[config.mk]
export PLATFORM = sky130hd
export DESIGN_NAME = evc_top
export DESIGN_NICKNAME = d
export VERILOG_FILES = /design/src/evc_pkg.sv /design/src/evc_channel.sv /design/src/evc_top.sv
export SDC_FILE = /design/constraint.sdc
export NUM_CORES = 1
export LEC_CHECK = 0
export BUFFER_PORTS_ARGS = -buffer_cell sky130_fd_sc_hd__buf_2
export CORE_ASPECT_RATIO = 1.75
export CORE_MARGIN = 4
export CORE_UTILIZATION = 42
export CTS_CLUSTER_SIZE = 28
export DETAILED_ROUTE_END_ITERATION = 8
export HOLD_SLACK_MARGIN = 0.08
export SLEW_MARGIN = 20
export SYNTH_ARGS = -nofsm -noshare
export SYNTH_HDL_FRONTEND = slang
export SYNTH_SLANG_ARGS = --single-unit
[constraint.sdc]
create_clock -name clk -period 10.11 [get_ports clk]
set_input_delay 2.022 -clock clk [delete_from_list [all_inputs] [get_ports clk]]
set_output_delay 2.022 -clock clk [all_outputs]
set_load 0.01 [all_outputs]
[src/evc_pkg.sv]
// event channel control package: register map, field layout, reset values, types
// assumes an apb slave with 32-bit data and one clock shared with the generators
// Overview of operation
// - overrun flag sets one cycle after the condition; interrupt if enabled
// - new event while any attached user is not ready is an overrun
// - new event before all users handled the previous one is an overrun
// - asynchronous path never sets the overrun flag
// - writing one clears an overrun flag, zero leaves it
// - writing one to software trigger bit x injects one event on channel x on sync or resync path
// - software trigger register always reads zero
// - twelve channel control words from 0x20, reset value 0x00008000
// - on-request bit 15: clock on while a generator is selected, or only while event handled
// - bit 14 cleared disables channel in standby, set keeps it running
// - edge select 11:10: none, rising, falling, both on sync and resync paths
// - path 9:8: synchronous, resynchronized, asynchronous, one reserved
// - generator select 6:0 picks generator, zero means none connected
// - event seen flag sets a cycle after an event; never on async path
package evc_pkg;

  localparam int EVC_NUM_CH = 12;
  localparam int EVC_GEN_W = 7;

  // register byte offsets
  localparam logic [11:0] EVC_OFS_IEN_CLR = 12'h010;
  localparam logic [11:0] EVC_OFS_IEN_SET = 12'h014;
  localparam logic [11:0] EVC_OFS_FLAGS = 12'h018;
  localparam logic [11:0] EVC_OFS_SOFT_TRIG = 12'h01c;
  localparam logic [11:0] EVC_OFS_CH_BASE = 12'h020;
  localparam logic [11:0] EVC_OFS_CH_LAST = 12'h04c;

  // field positions
  localparam int EVC_OVR_LSB = 0;
  localparam int EVC_SEEN_LSB = 16;
  localparam int EVC_ONREQ_BIT = 15;
  localparam int EVC_ASLEEP_BIT = 14;
  localparam int EVC_EDGE_LSB = 10;
  localparam int EVC_PATH_LSB = 8;
  localparam int EVC_GEN_LSB = 0;

  localparam logic [31:0] EVC_CH_RESET = 32'h0000_8000;
  localparam logic [31:0] EVC_FLAGS_RESET = 32'h0000_0000;
  localparam logic [3:0] EVC_FULL_STRB = 4'hf;
  localparam logic [EVC_GEN_W-1:0] EVC_GEN_NONE = 7'h00;

  typedef enum logic [1:0] {
    EVC_PATH_SYNC = 2'b00,
    EVC_PATH_RESYNC = 2'b01,
    EVC_PATH_ASYNC = 2'b10,
    EVC_PATH_RSVD = 2'b11
  } evc_path_t;

  typedef enum logic [1:0] {
    EVC_EDGE_NONE = 2'b00,
    EVC_EDGE_RISE = 2'b01,
    EVC_EDGE_FALL = 2'b10,
    EVC_EDGE_BOTH = 2'b11
  } evc_edge_t;

  // one channel's configuration as stored
  typedef struct packed {
    logic clockOnRequest;
    logic keepRunningAsleep;
    evc_edge_t edgeSelect;
    evc_path_t path;
    logic [EVC_GEN_W-1:0] generatorSelect;
  } evc_chcfg_t;

  // per-channel status returned to the register block
  typedef struct packed {
    logic overrunHit;
    logic eventSeenHit;
    logic clockRequest;
  } evc_chstat_t;

endpackage : evc_pkg

[src/evc_channel.sv]
// one event channel: path choice, edge detection, overrun detection
// assumes generator levels on the same clock for the synchronous path
`timescale 1ns/100ps
`default_nettype none
module evc_channel
  import evc_pkg::*;
(
  input wire logic clk, // system clock
  input wire logic sys_rst, // synchronous reset, high
  input wire evc_chcfg_t cfg, // channel configuration
  input wire logic genLevel, // selected generator level
  input wire logic softTrigger, // one-cycle software event
  input wire logic standby, // standby sleep active
  input wire logic usersReady, // all attached users ready
  input wire logic usersDone, // all users handled last event
  output logic eventPulse, // event towards the users
  output logic asyncEvent, // asynchronous path level
  output evc_chstat_t status // hits and clock request
);

  logic genMeta_reg;
  logic genResync_reg;
  logic prevLevel_reg;
  logic pending_reg;
  logic eventPulse_reg;
  logic sampled;
  logic rise;
  logic fall;
  logic edgeHit;
  logic active;
  logic isAsync;
  logic eventNow;

  // channel runs unless in standby without the keep-running bit
  assign active = !standby || cfg.keepRunningAsleep;
  assign isAsync = (cfg.path == EVC_PATH_ASYNC);

  // two-flop resynchroniser for the resynchronized path
  always_ff @(posedge clk) begin
    if (sys_rst) begin
      genMeta_reg <= 1'b0;
      genResync_reg <= 1'b0;
    end else begin
      genMeta_reg <= genLevel;
      genResync_reg <= genMeta_reg;
    end
  end

  // pick sampled level by path
  assign sampled = (cfg.path == EVC_PATH_RESYNC) ? genResync_reg : genLevel;

  // previous sample for edge comparison
  always_ff @(posedge clk) begin
    if (sys_rst) begin
      prevLevel_reg <= 1'b0;
    end else begin
      prevLevel_reg <= sampled;
    end
  end

  assign rise = sampled && !prevLevel_reg;
  assign fall = !sampled && prevLevel_reg;

  // edge select decode
  always_comb begin
    case (cfg.edgeSelect)
      EVC_EDGE_NONE: edgeHit = 1'b0;
      EVC_EDGE_RISE: edgeHit = rise;
      EVC_EDGE_FALL: edgeHit = fall;
      EVC_EDGE_BOTH: edgeHit = rise || fall;
      default: edgeHit = 1'b0;
    endcase
  end

  // event from edge or software on sync/resync; reserved path gives none, no generator gives no edge event
  assign eventNow = active && !isAsync && (cfg.path != EVC_PATH_RSVD) &&
                    (softTrigger || ((cfg.generatorSelect != EVC_GEN_NONE) && edgeHit));

  // asynchronous path passes the level straight through
  assign asyncEvent = active && isAsync && (cfg.generatorSelect != EVC_GEN_NONE) && genLevel;

  // event pulse to users and pending-handling tracker
  always_ff @(posedge clk) begin
    if (sys_rst) begin
      eventPulse_reg <= 1'b0;
      pending_reg <= 1'b0;
    end else begin
      eventPulse_reg <= eventNow;
      if (eventNow) begin
        pending_reg <= 1'b1;
      end else if (usersDone) begin
        pending_reg <= 1'b0;
      end
    end
  end

  assign eventPulse = eventPulse_reg;

  // overrun: users not ready or previous event still pending; never async
  assign status.overrunHit = eventNow && (!usersReady || pending_reg);
  assign status.eventSeenHit = eventNow;
  // clock request: always when configured, or only while handling
  assign status.clockRequest = active && (cfg.clockOnRequest ? (eventNow || pending_reg)
                                          : (cfg.generatorSelect != EVC_GEN_NONE));

endmodule : evc_channel
`default_nettype wire

[src/evc_top.sv]
// event channel control top: apb register block and twelve channels
// assumes apb4 master on clk, generators and users on the same clock
`timescale 1ns/100ps
`default_nettype none
module evc_top
  import evc_pkg::*;
#(
  parameter int NUM_GEN = 128 // generator inputs, index zero unused
) (
  input wire logic clk, // system clock, 100 MHz
  input wire logic sys_rst, // synchronous reset, high
  input wire logic psel, // apb select
  input wire logic penable, // apb enable
  input wire logic pwrite, // apb direction
  input wire logic [11:0] paddr, // apb byte address
  input wire logic [31:0] pwdata, // apb write data
  input wire logic [3:0] pstrb, // apb byte strobes
  output logic [31:0] prdata, // apb read data
  output logic pready, // apb ready
  output logic pslverr, // apb error on unmapped address
  input wire logic writeProtect, // access protector lock
  input wire logic standby, // standby sleep active
  input wire logic [NUM_GEN-1:0] genLevels, // generator levels
  input wire logic [EVC_NUM_CH-1:0] usersReady, // all users ready per channel
  input wire logic [EVC_NUM_CH-1:0] usersDone, // all users handled per channel
  output logic [EVC_NUM_CH-1:0] eventPulse, // events towards users
  output logic [EVC_NUM_CH-1:0] asyncEvent, // asynchronous path levels
  output logic [EVC_NUM_CH-1:0] clockRequest, // channel clock requests
  output logic irq // level interrupt
);

  localparam int CH_IDX_W = 4;

  evc_chcfg_t chCfg_reg [EVC_NUM_CH];
  evc_chstat_t chStat [EVC_NUM_CH];
  logic [EVC_NUM_CH-1:0] overrunFlag_reg;
  logic [EVC_NUM_CH-1:0] seenFlag_reg;
  logic [EVC_NUM_CH-1:0] overrunEn_reg;
  logic [EVC_NUM_CH-1:0] seenEn_reg;
  logic [EVC_NUM_CH-1:0] softTrig_reg;
  logic [EVC_NUM_CH-1:0] overrunHit;
  logic [EVC_NUM_CH-1:0] seenHit;
  logic [EVC_NUM_CH-1:0] softTrig_next;
  logic [31:0] prdata_reg;
  logic [31:0] readWord;
  logic setupPhase;
  logic writeDone;
  logic isChannel;
  logic mapped;
  logic [CH_IDX_W-1:0] chIdx;
  logic [11:0] chOfs;

  // pack a stored configuration into its register word
  function automatic logic [31:0] cfgToWord(input evc_chcfg_t c);
    logic [31:0] w;
    w = 32'h0000_0000;
    w[EVC_ONREQ_BIT] = c.clockOnRequest;
    w[EVC_ASLEEP_BIT] = c.keepRunningAsleep;
    w[EVC_EDGE_LSB +: 2] = c.edgeSelect;
    w[EVC_PATH_LSB +: 2] = c.path;
    w[EVC_GEN_LSB +: EVC_GEN_W] = c.generatorSelect;
    return w;
  endfunction : cfgToWord

  // unpack a register word into a configuration
  function automatic evc_chcfg_t wordToCfg(input logic [31:0] w);
    evc_chcfg_t c;
    c.clockOnRequest = w[EVC_ONREQ_BIT];
    c.keepRunningAsleep = w[EVC_ASLEEP_BIT];
    c.edgeSelect = evc_edge_t'(w[EVC_EDGE_LSB +: 2]);
    c.path = evc_path_t'(w[EVC_PATH_LSB +: 2]);
    c.generatorSelect = w[EVC_GEN_LSB +: EVC_GEN_W];
    return c;
  endfunction : wordToCfg

  // address decode
  assign chOfs = paddr - EVC_OFS_CH_BASE;
  assign chIdx = chOfs[2 +: CH_IDX_W];
  assign isChannel = (paddr >= EVC_OFS_CH_BASE) && (paddr <= EVC_OFS_CH_LAST) &&
                     (paddr[1:0] == 2'b00);
  assign mapped = isChannel || (paddr == EVC_OFS_IEN_CLR) || (paddr == EVC_OFS_IEN_SET) ||
                  (paddr == EVC_OFS_FLAGS) || (paddr == EVC_OFS_SOFT_TRIG);

  // apb phases: zero wait states, writes land at the access edge
  assign setupPhase = psel && !penable;
  assign writeDone = psel && penable && pwrite && mapped;
  assign pready = 1'b1;
  assign pslverr = psel && penable && !mapped;

  // read mux
  always_comb begin
    readWord = 32'h0000_0000;
    if (isChannel) begin
      readWord = cfgToWord(chCfg_reg[chIdx]);
    end else begin
      case (paddr)
        EVC_OFS_IEN_CLR, EVC_OFS_IEN_SET: begin
          readWord[EVC_OVR_LSB +: EVC_NUM_CH] = overrunEn_reg;
          readWord[EVC_SEEN_LSB +: EVC_NUM_CH] = seenEn_reg;
        end
        EVC_OFS_FLAGS: begin
          readWord[EVC_OVR_LSB +: EVC_NUM_CH] = overrunFlag_reg;
          readWord[EVC_SEEN_LSB +: EVC_NUM_CH] = seenFlag_reg;
        end
        EVC_OFS_SOFT_TRIG: readWord = 32'h0000_0000;
        default: readWord = 32'h0000_0000;
      endcase
    end
  end

  // read data captured in the setup cycle, shown in the access cycle
  always_ff @(posedge clk) begin
    if (sys_rst) begin
      prdata_reg <= 32'h0000_0000;
    end else if (setupPhase && !pwrite) begin
      prdata_reg <= readWord;
    end
  end

  assign prdata = prdata_reg;

  // channel configuration words, full-width unprotected writes only
  always_ff @(posedge clk) begin
    if (sys_rst) begin
      for (int i = 0; i < EVC_NUM_CH; i++) begin
        chCfg_reg[i] <= wordToCfg(EVC_CH_RESET);
      end
    end else if (writeDone && isChannel && !writeProtect && (pstrb == EVC_FULL_STRB)) begin
      chCfg_reg[chIdx] <= wordToCfg(pwdata);
    end
  end

  // software trigger: one-cycle pulse per written one
  always_comb begin
    softTrig_next = '0;
    if (writeDone && (paddr == EVC_OFS_SOFT_TRIG) && !writeProtect) begin
      softTrig_next = pwdata[EVC_NUM_CH-1:0];
    end
  end

  always_ff @(posedge clk) begin
    if (sys_rst) begin
      softTrig_reg <= '0;
    end else begin
      softTrig_reg <= softTrig_next;
    end
  end

  // interrupt enable pair: set and clear views of one mask
  always_ff @(posedge clk) begin
    if (sys_rst) begin
      overrunEn_reg <= '0;
      seenEn_reg <= '0;
    end else if (writeDone && !writeProtect) begin
      if (paddr == EVC_OFS_IEN_SET) begin
        overrunEn_reg <= overrunEn_reg | pwdata[EVC_OVR_LSB +: EVC_NUM_CH];
        seenEn_reg <= seenEn_reg | pwdata[EVC_SEEN_LSB +: EVC_NUM_CH];
      end else if (paddr == EVC_OFS_IEN_CLR) begin
        overrunEn_reg <= overrunEn_reg & ~pwdata[EVC_OVR_LSB +: EVC_NUM_CH];
        seenEn_reg <= seenEn_reg & ~pwdata[EVC_SEEN_LSB +: EVC_NUM_CH];
      end
    end
  end

  // the channels
  genvar g;
  generate
    for (g = 0; g < EVC_NUM_CH; g++) begin : gen_ch
      logic genSel;
      assign genSel = (32'(chCfg_reg[g].generatorSelect) < NUM_GEN) ?
                      genLevels[chCfg_reg[g].generatorSelect] : 1'b0;
      evc_channel u_channel (
        .clk(clk),
        .sys_rst(sys_rst),
        .cfg(chCfg_reg[g]),
        .genLevel(genSel),
        .softTrigger(softTrig_reg[g]),
        .standby(standby),
        .usersReady(usersReady[g]),
        .usersDone(usersDone[g]),
        .eventPulse(eventPulse[g]),
        .asyncEvent(asyncEvent[g]),
        .status(chStat[g])
      );
      assign overrunHit[g] = chStat[g].overrunHit;
      assign seenHit[g] = chStat[g].eventSeenHit;
      assign clockRequest[g] = chStat[g].clockRequest;
    end
  endgenerate

  // sticky flags: set next cycle, write one clears, set beats clear
  always_ff @(posedge clk) begin
    if (sys_rst) begin
      overrunFlag_reg <= EVC_FLAGS_RESET[EVC_OVR_LSB +: EVC_NUM_CH];
      seenFlag_reg <= EVC_FLAGS_RESET[EVC_SEEN_LSB +: EVC_NUM_CH];
    end else if (writeDone && (paddr == EVC_OFS_FLAGS)) begin
      overrunFlag_reg <= (overrunFlag_reg & ~pwdata[EVC_OVR_LSB +: EVC_NUM_CH]) | overrunHit;
      seenFlag_reg <= (seenFlag_reg & ~pwdata[EVC_SEEN_LSB +: EVC_NUM_CH]) | seenHit;
    end else begin
      overrunFlag_reg <= overrunFlag_reg | overrunHit;
      seenFlag_reg <= seenFlag_reg | seenHit;
    end
  end

  // one level interrupt from any enabled flag
  assign irq = |(overrunFlag_reg & overrunEn_reg) || |(seenFlag_reg & seenEn_reg);

endmodule : evc_top
`default_nettype wire

==> qor.yml <==
start_kind: "input port"
slew_headroom_pct: 17.78
grt-ovfl-total: 0
avgSynthCellArea_um2: 11.88
ant_nets: 0
cts_tree: "built"
critPathRequiredTime_ns: 8.09
synth_edf_count: 208
io_pins: 278
routed_wl_um: 128300
ys.flop_type: "edfxtp_1"
dr.first_iter.drc_count: 3470
syn_area_um2: 29500
clkTransAtPathRegs_ns: 0.07
yosysWarnings: 0
ys_seq_elements: 354
clock_latency_ns: 0.57
irDropWorstVdd_v: 0.0001381
min_period_over_period_pct: 87.17
async_flop_share_pct: 0
post_cts_buffers: 0
port_buffers: 264
htree_levels: 1
p_per_area_nw_per_um2: 127.5
fmax_ghz: 0.1135
rows: 128
yosysTopAreaCellShare_pct: 35.57
reg2reg_slack_ns: 4.45
grt_pass1_vias: 24280
rsz0062_at_grt: "false"
wl_per_cell_um: 37.08
synth_area_leaders: "mux4_2 36%, edfxtp_1 21%, dfxtp_1 9.9%, mux2i_1 4.3%, and2_1 3.4%"
critical_path_arrival_ns: 6.79
grt_pass1_wl_um: 180900
via_per_inst: 7.098
hold-path-cell-count: 1
synth_top_cell_by_area: "mux4_2"
synth.distinct_cells: 74
hold_path.class: "reg2reg"
dp_hpwl_um: 90380
rr_endpoint: "overrunFlag_reg[2]"
r2r_cells: 15
power_switching_uw: 1285
cts.sinks: 354
endpoint_kind: "primary output"
largest_reg_flops: 208
outcome: "finished clean"
gp_congestion: 1.063
finalCriticalPeriod_ns: 8.813
fp.coreArea_um2: 69670
fin_nets: 2755
r2r-start: "chCfg_reg[2][0]"
area_delta_synth_final_pct: 8.685
antenna_found_initial: 14
start_util_pct: 42.35
cp_max_fo: 12
cts_buffers: 28
cts_hold_buf: 0
switching_share_pct: 31.42
max-clock-path-buffers: 3
drv_cap: 0
min-delay-start: "gen_ch[3].u_channel.genMeta_reg"
drive_above_1_share_pct: 35.23
hold_end: "gen_ch[3].u_channel.genResync_reg"
track_usage_pct: 33.58
die_h_um: 358.6
vias: 24560
power_frac_seq_pct: 41.1
finalHoldViolCount: 0
comb_power_share_pct: 28.2
drc: 0
syn_inst: 2483
layout_setup_ws_ns: 1.297
dieWidth_um: 208.4
grt_max_degree: 99
setup_viol: 0
p_int_uw: 2805
timing.setup.tns_ns: 0
power_frac_clock_pct: 30.7
fin_skew_ns: 0.01406
die_area_um2: 74720
ys_seq_area_share_pct: 31.08
slew_violations: 0
cts-root-buf: "clkbuf_16"
p_leak_uw: 0.01151
worstSetupPathType: "in2out"
worst_pin_slew_ns: 1.199
placed_area_um2: 30970
place_ws_ns: 1.710
first_pass_iters: 8
final_cell_area_um2: 32070
ctsResizeCount: 0
worst max-delay path by stage:
stage / slack (ns) / to / start / cells past startpoint
6_report: 1.30 / clockRequest[2] / genLevels[35] / 15
5_1_grt: 1.13 / clockRequest[2] / genLevels[34] / 15
4_1_cts: 1.68 / clockRequest[2] / genLevels[34] / 15
3_5_place_dp: 1.71 / clockRequest[2] / genLevels[34] / 15
3_3_place_gp: 1.80 / clockRequest[2] / genLevels[34] / 15
2_1_floorplan: 2.92 / clockRequest[9] / genLevels[39] / 14
routing by layer:
metal,global-route usage (%),routed length (um),part of all wire (%),up-vias
li1,-,-,-,9599
met1,35.83,38650,30,12230
met2,53.67,58690,46,2183
met3,10.43,15510,12,539
met4,29.43,15320,12,12
met5,0.7157,128,0.10,-
power groups by stage:
stage          combinational (uW)  sequential, uW  clock (uW)
3_5_place_dp                 1090            1710           0
2_1_floorplan                 732            1660           0
4_1_cts                      1100            1680        1280
5_1_grt                      1180            1690        1330
6_report                     1150            1680        1260
3_3_place_gp                 1070            1710           0
layout by cell type (no fill, tap or decap), drive strengths merged, types with 26 or more instances in the layout:
cell,n
a21oi,74
nor2,167
inv,63
edfxtp,208
and2,161
buf,325
conb,59
nand2b,41
nor4,26
a22oi,28
mux2i,127
mux4,471
nor2b,71
nand2,167
nand3,30
o21ai,31
mux2,26
dfxtp,146
clkbuf,37
synth_stat cells (all sizes together) (17+ instances only):
cell type    n
a21oi       74
mux2i      127
nand2      167
edfxtp     208
clkbuf     245
or2         17
nor2b       71
nor2       167
a22oi       28
and2       161
nand3       30
mux4       471
o21ai       31
inv         61
nor4        26
dfxtp      146
nand2b      41
ha          24
or3         21
mux2        26
buf        126
through the flow:
stage	hold WS [ns]	cells	power, uW	util, %
global placement	0.4189	3403	2781	44.42
global route	0.4623	3456	4200	46.01
CTS	0.4511	3456	4053	45.98
finish	0.4438	3460	4089	46.03
detailed placement	0.4231	3404	2802	44.45
floorplan	0.4138	2540	2394	-
kinds of logic after synthesis:
family / synth area share (%)
compound gates: 6.476
xor+xnor: 0.02969
fa+ha+maj: 1.018
buf+inv: 6.586
flops: 31.08
mux: 41.34
other cells: 0.02545
simple gates: 13.44
critical path: stages:
cell and delay, ns:
buf_2 0.20, mux4_2 0.48, mux2i_1 0.86, nor4_1 0.07
or4_1 0.43, o31ai_1 0.78, o21a_1 0.24, ha_1 0.24
nor2b_1 0.11, o21ai_0 0.09, o21ai_0 0.09, a21oi_1 0.09
or3_1 0.43, a311oi_1 0.42, buf_2 0.23
final cells by class:
class	count	area [um^2]
inverter	62	232.7
fill	6378	37600
clock buffer	37	860.8
sequential	354	9169
multi-input combinational	1753	18660
clock inverter	15	203.9
timing repair buffer	325	1792
tap	910	1139
antenna	4	10.01
Power figures use the tool's default switching activity.
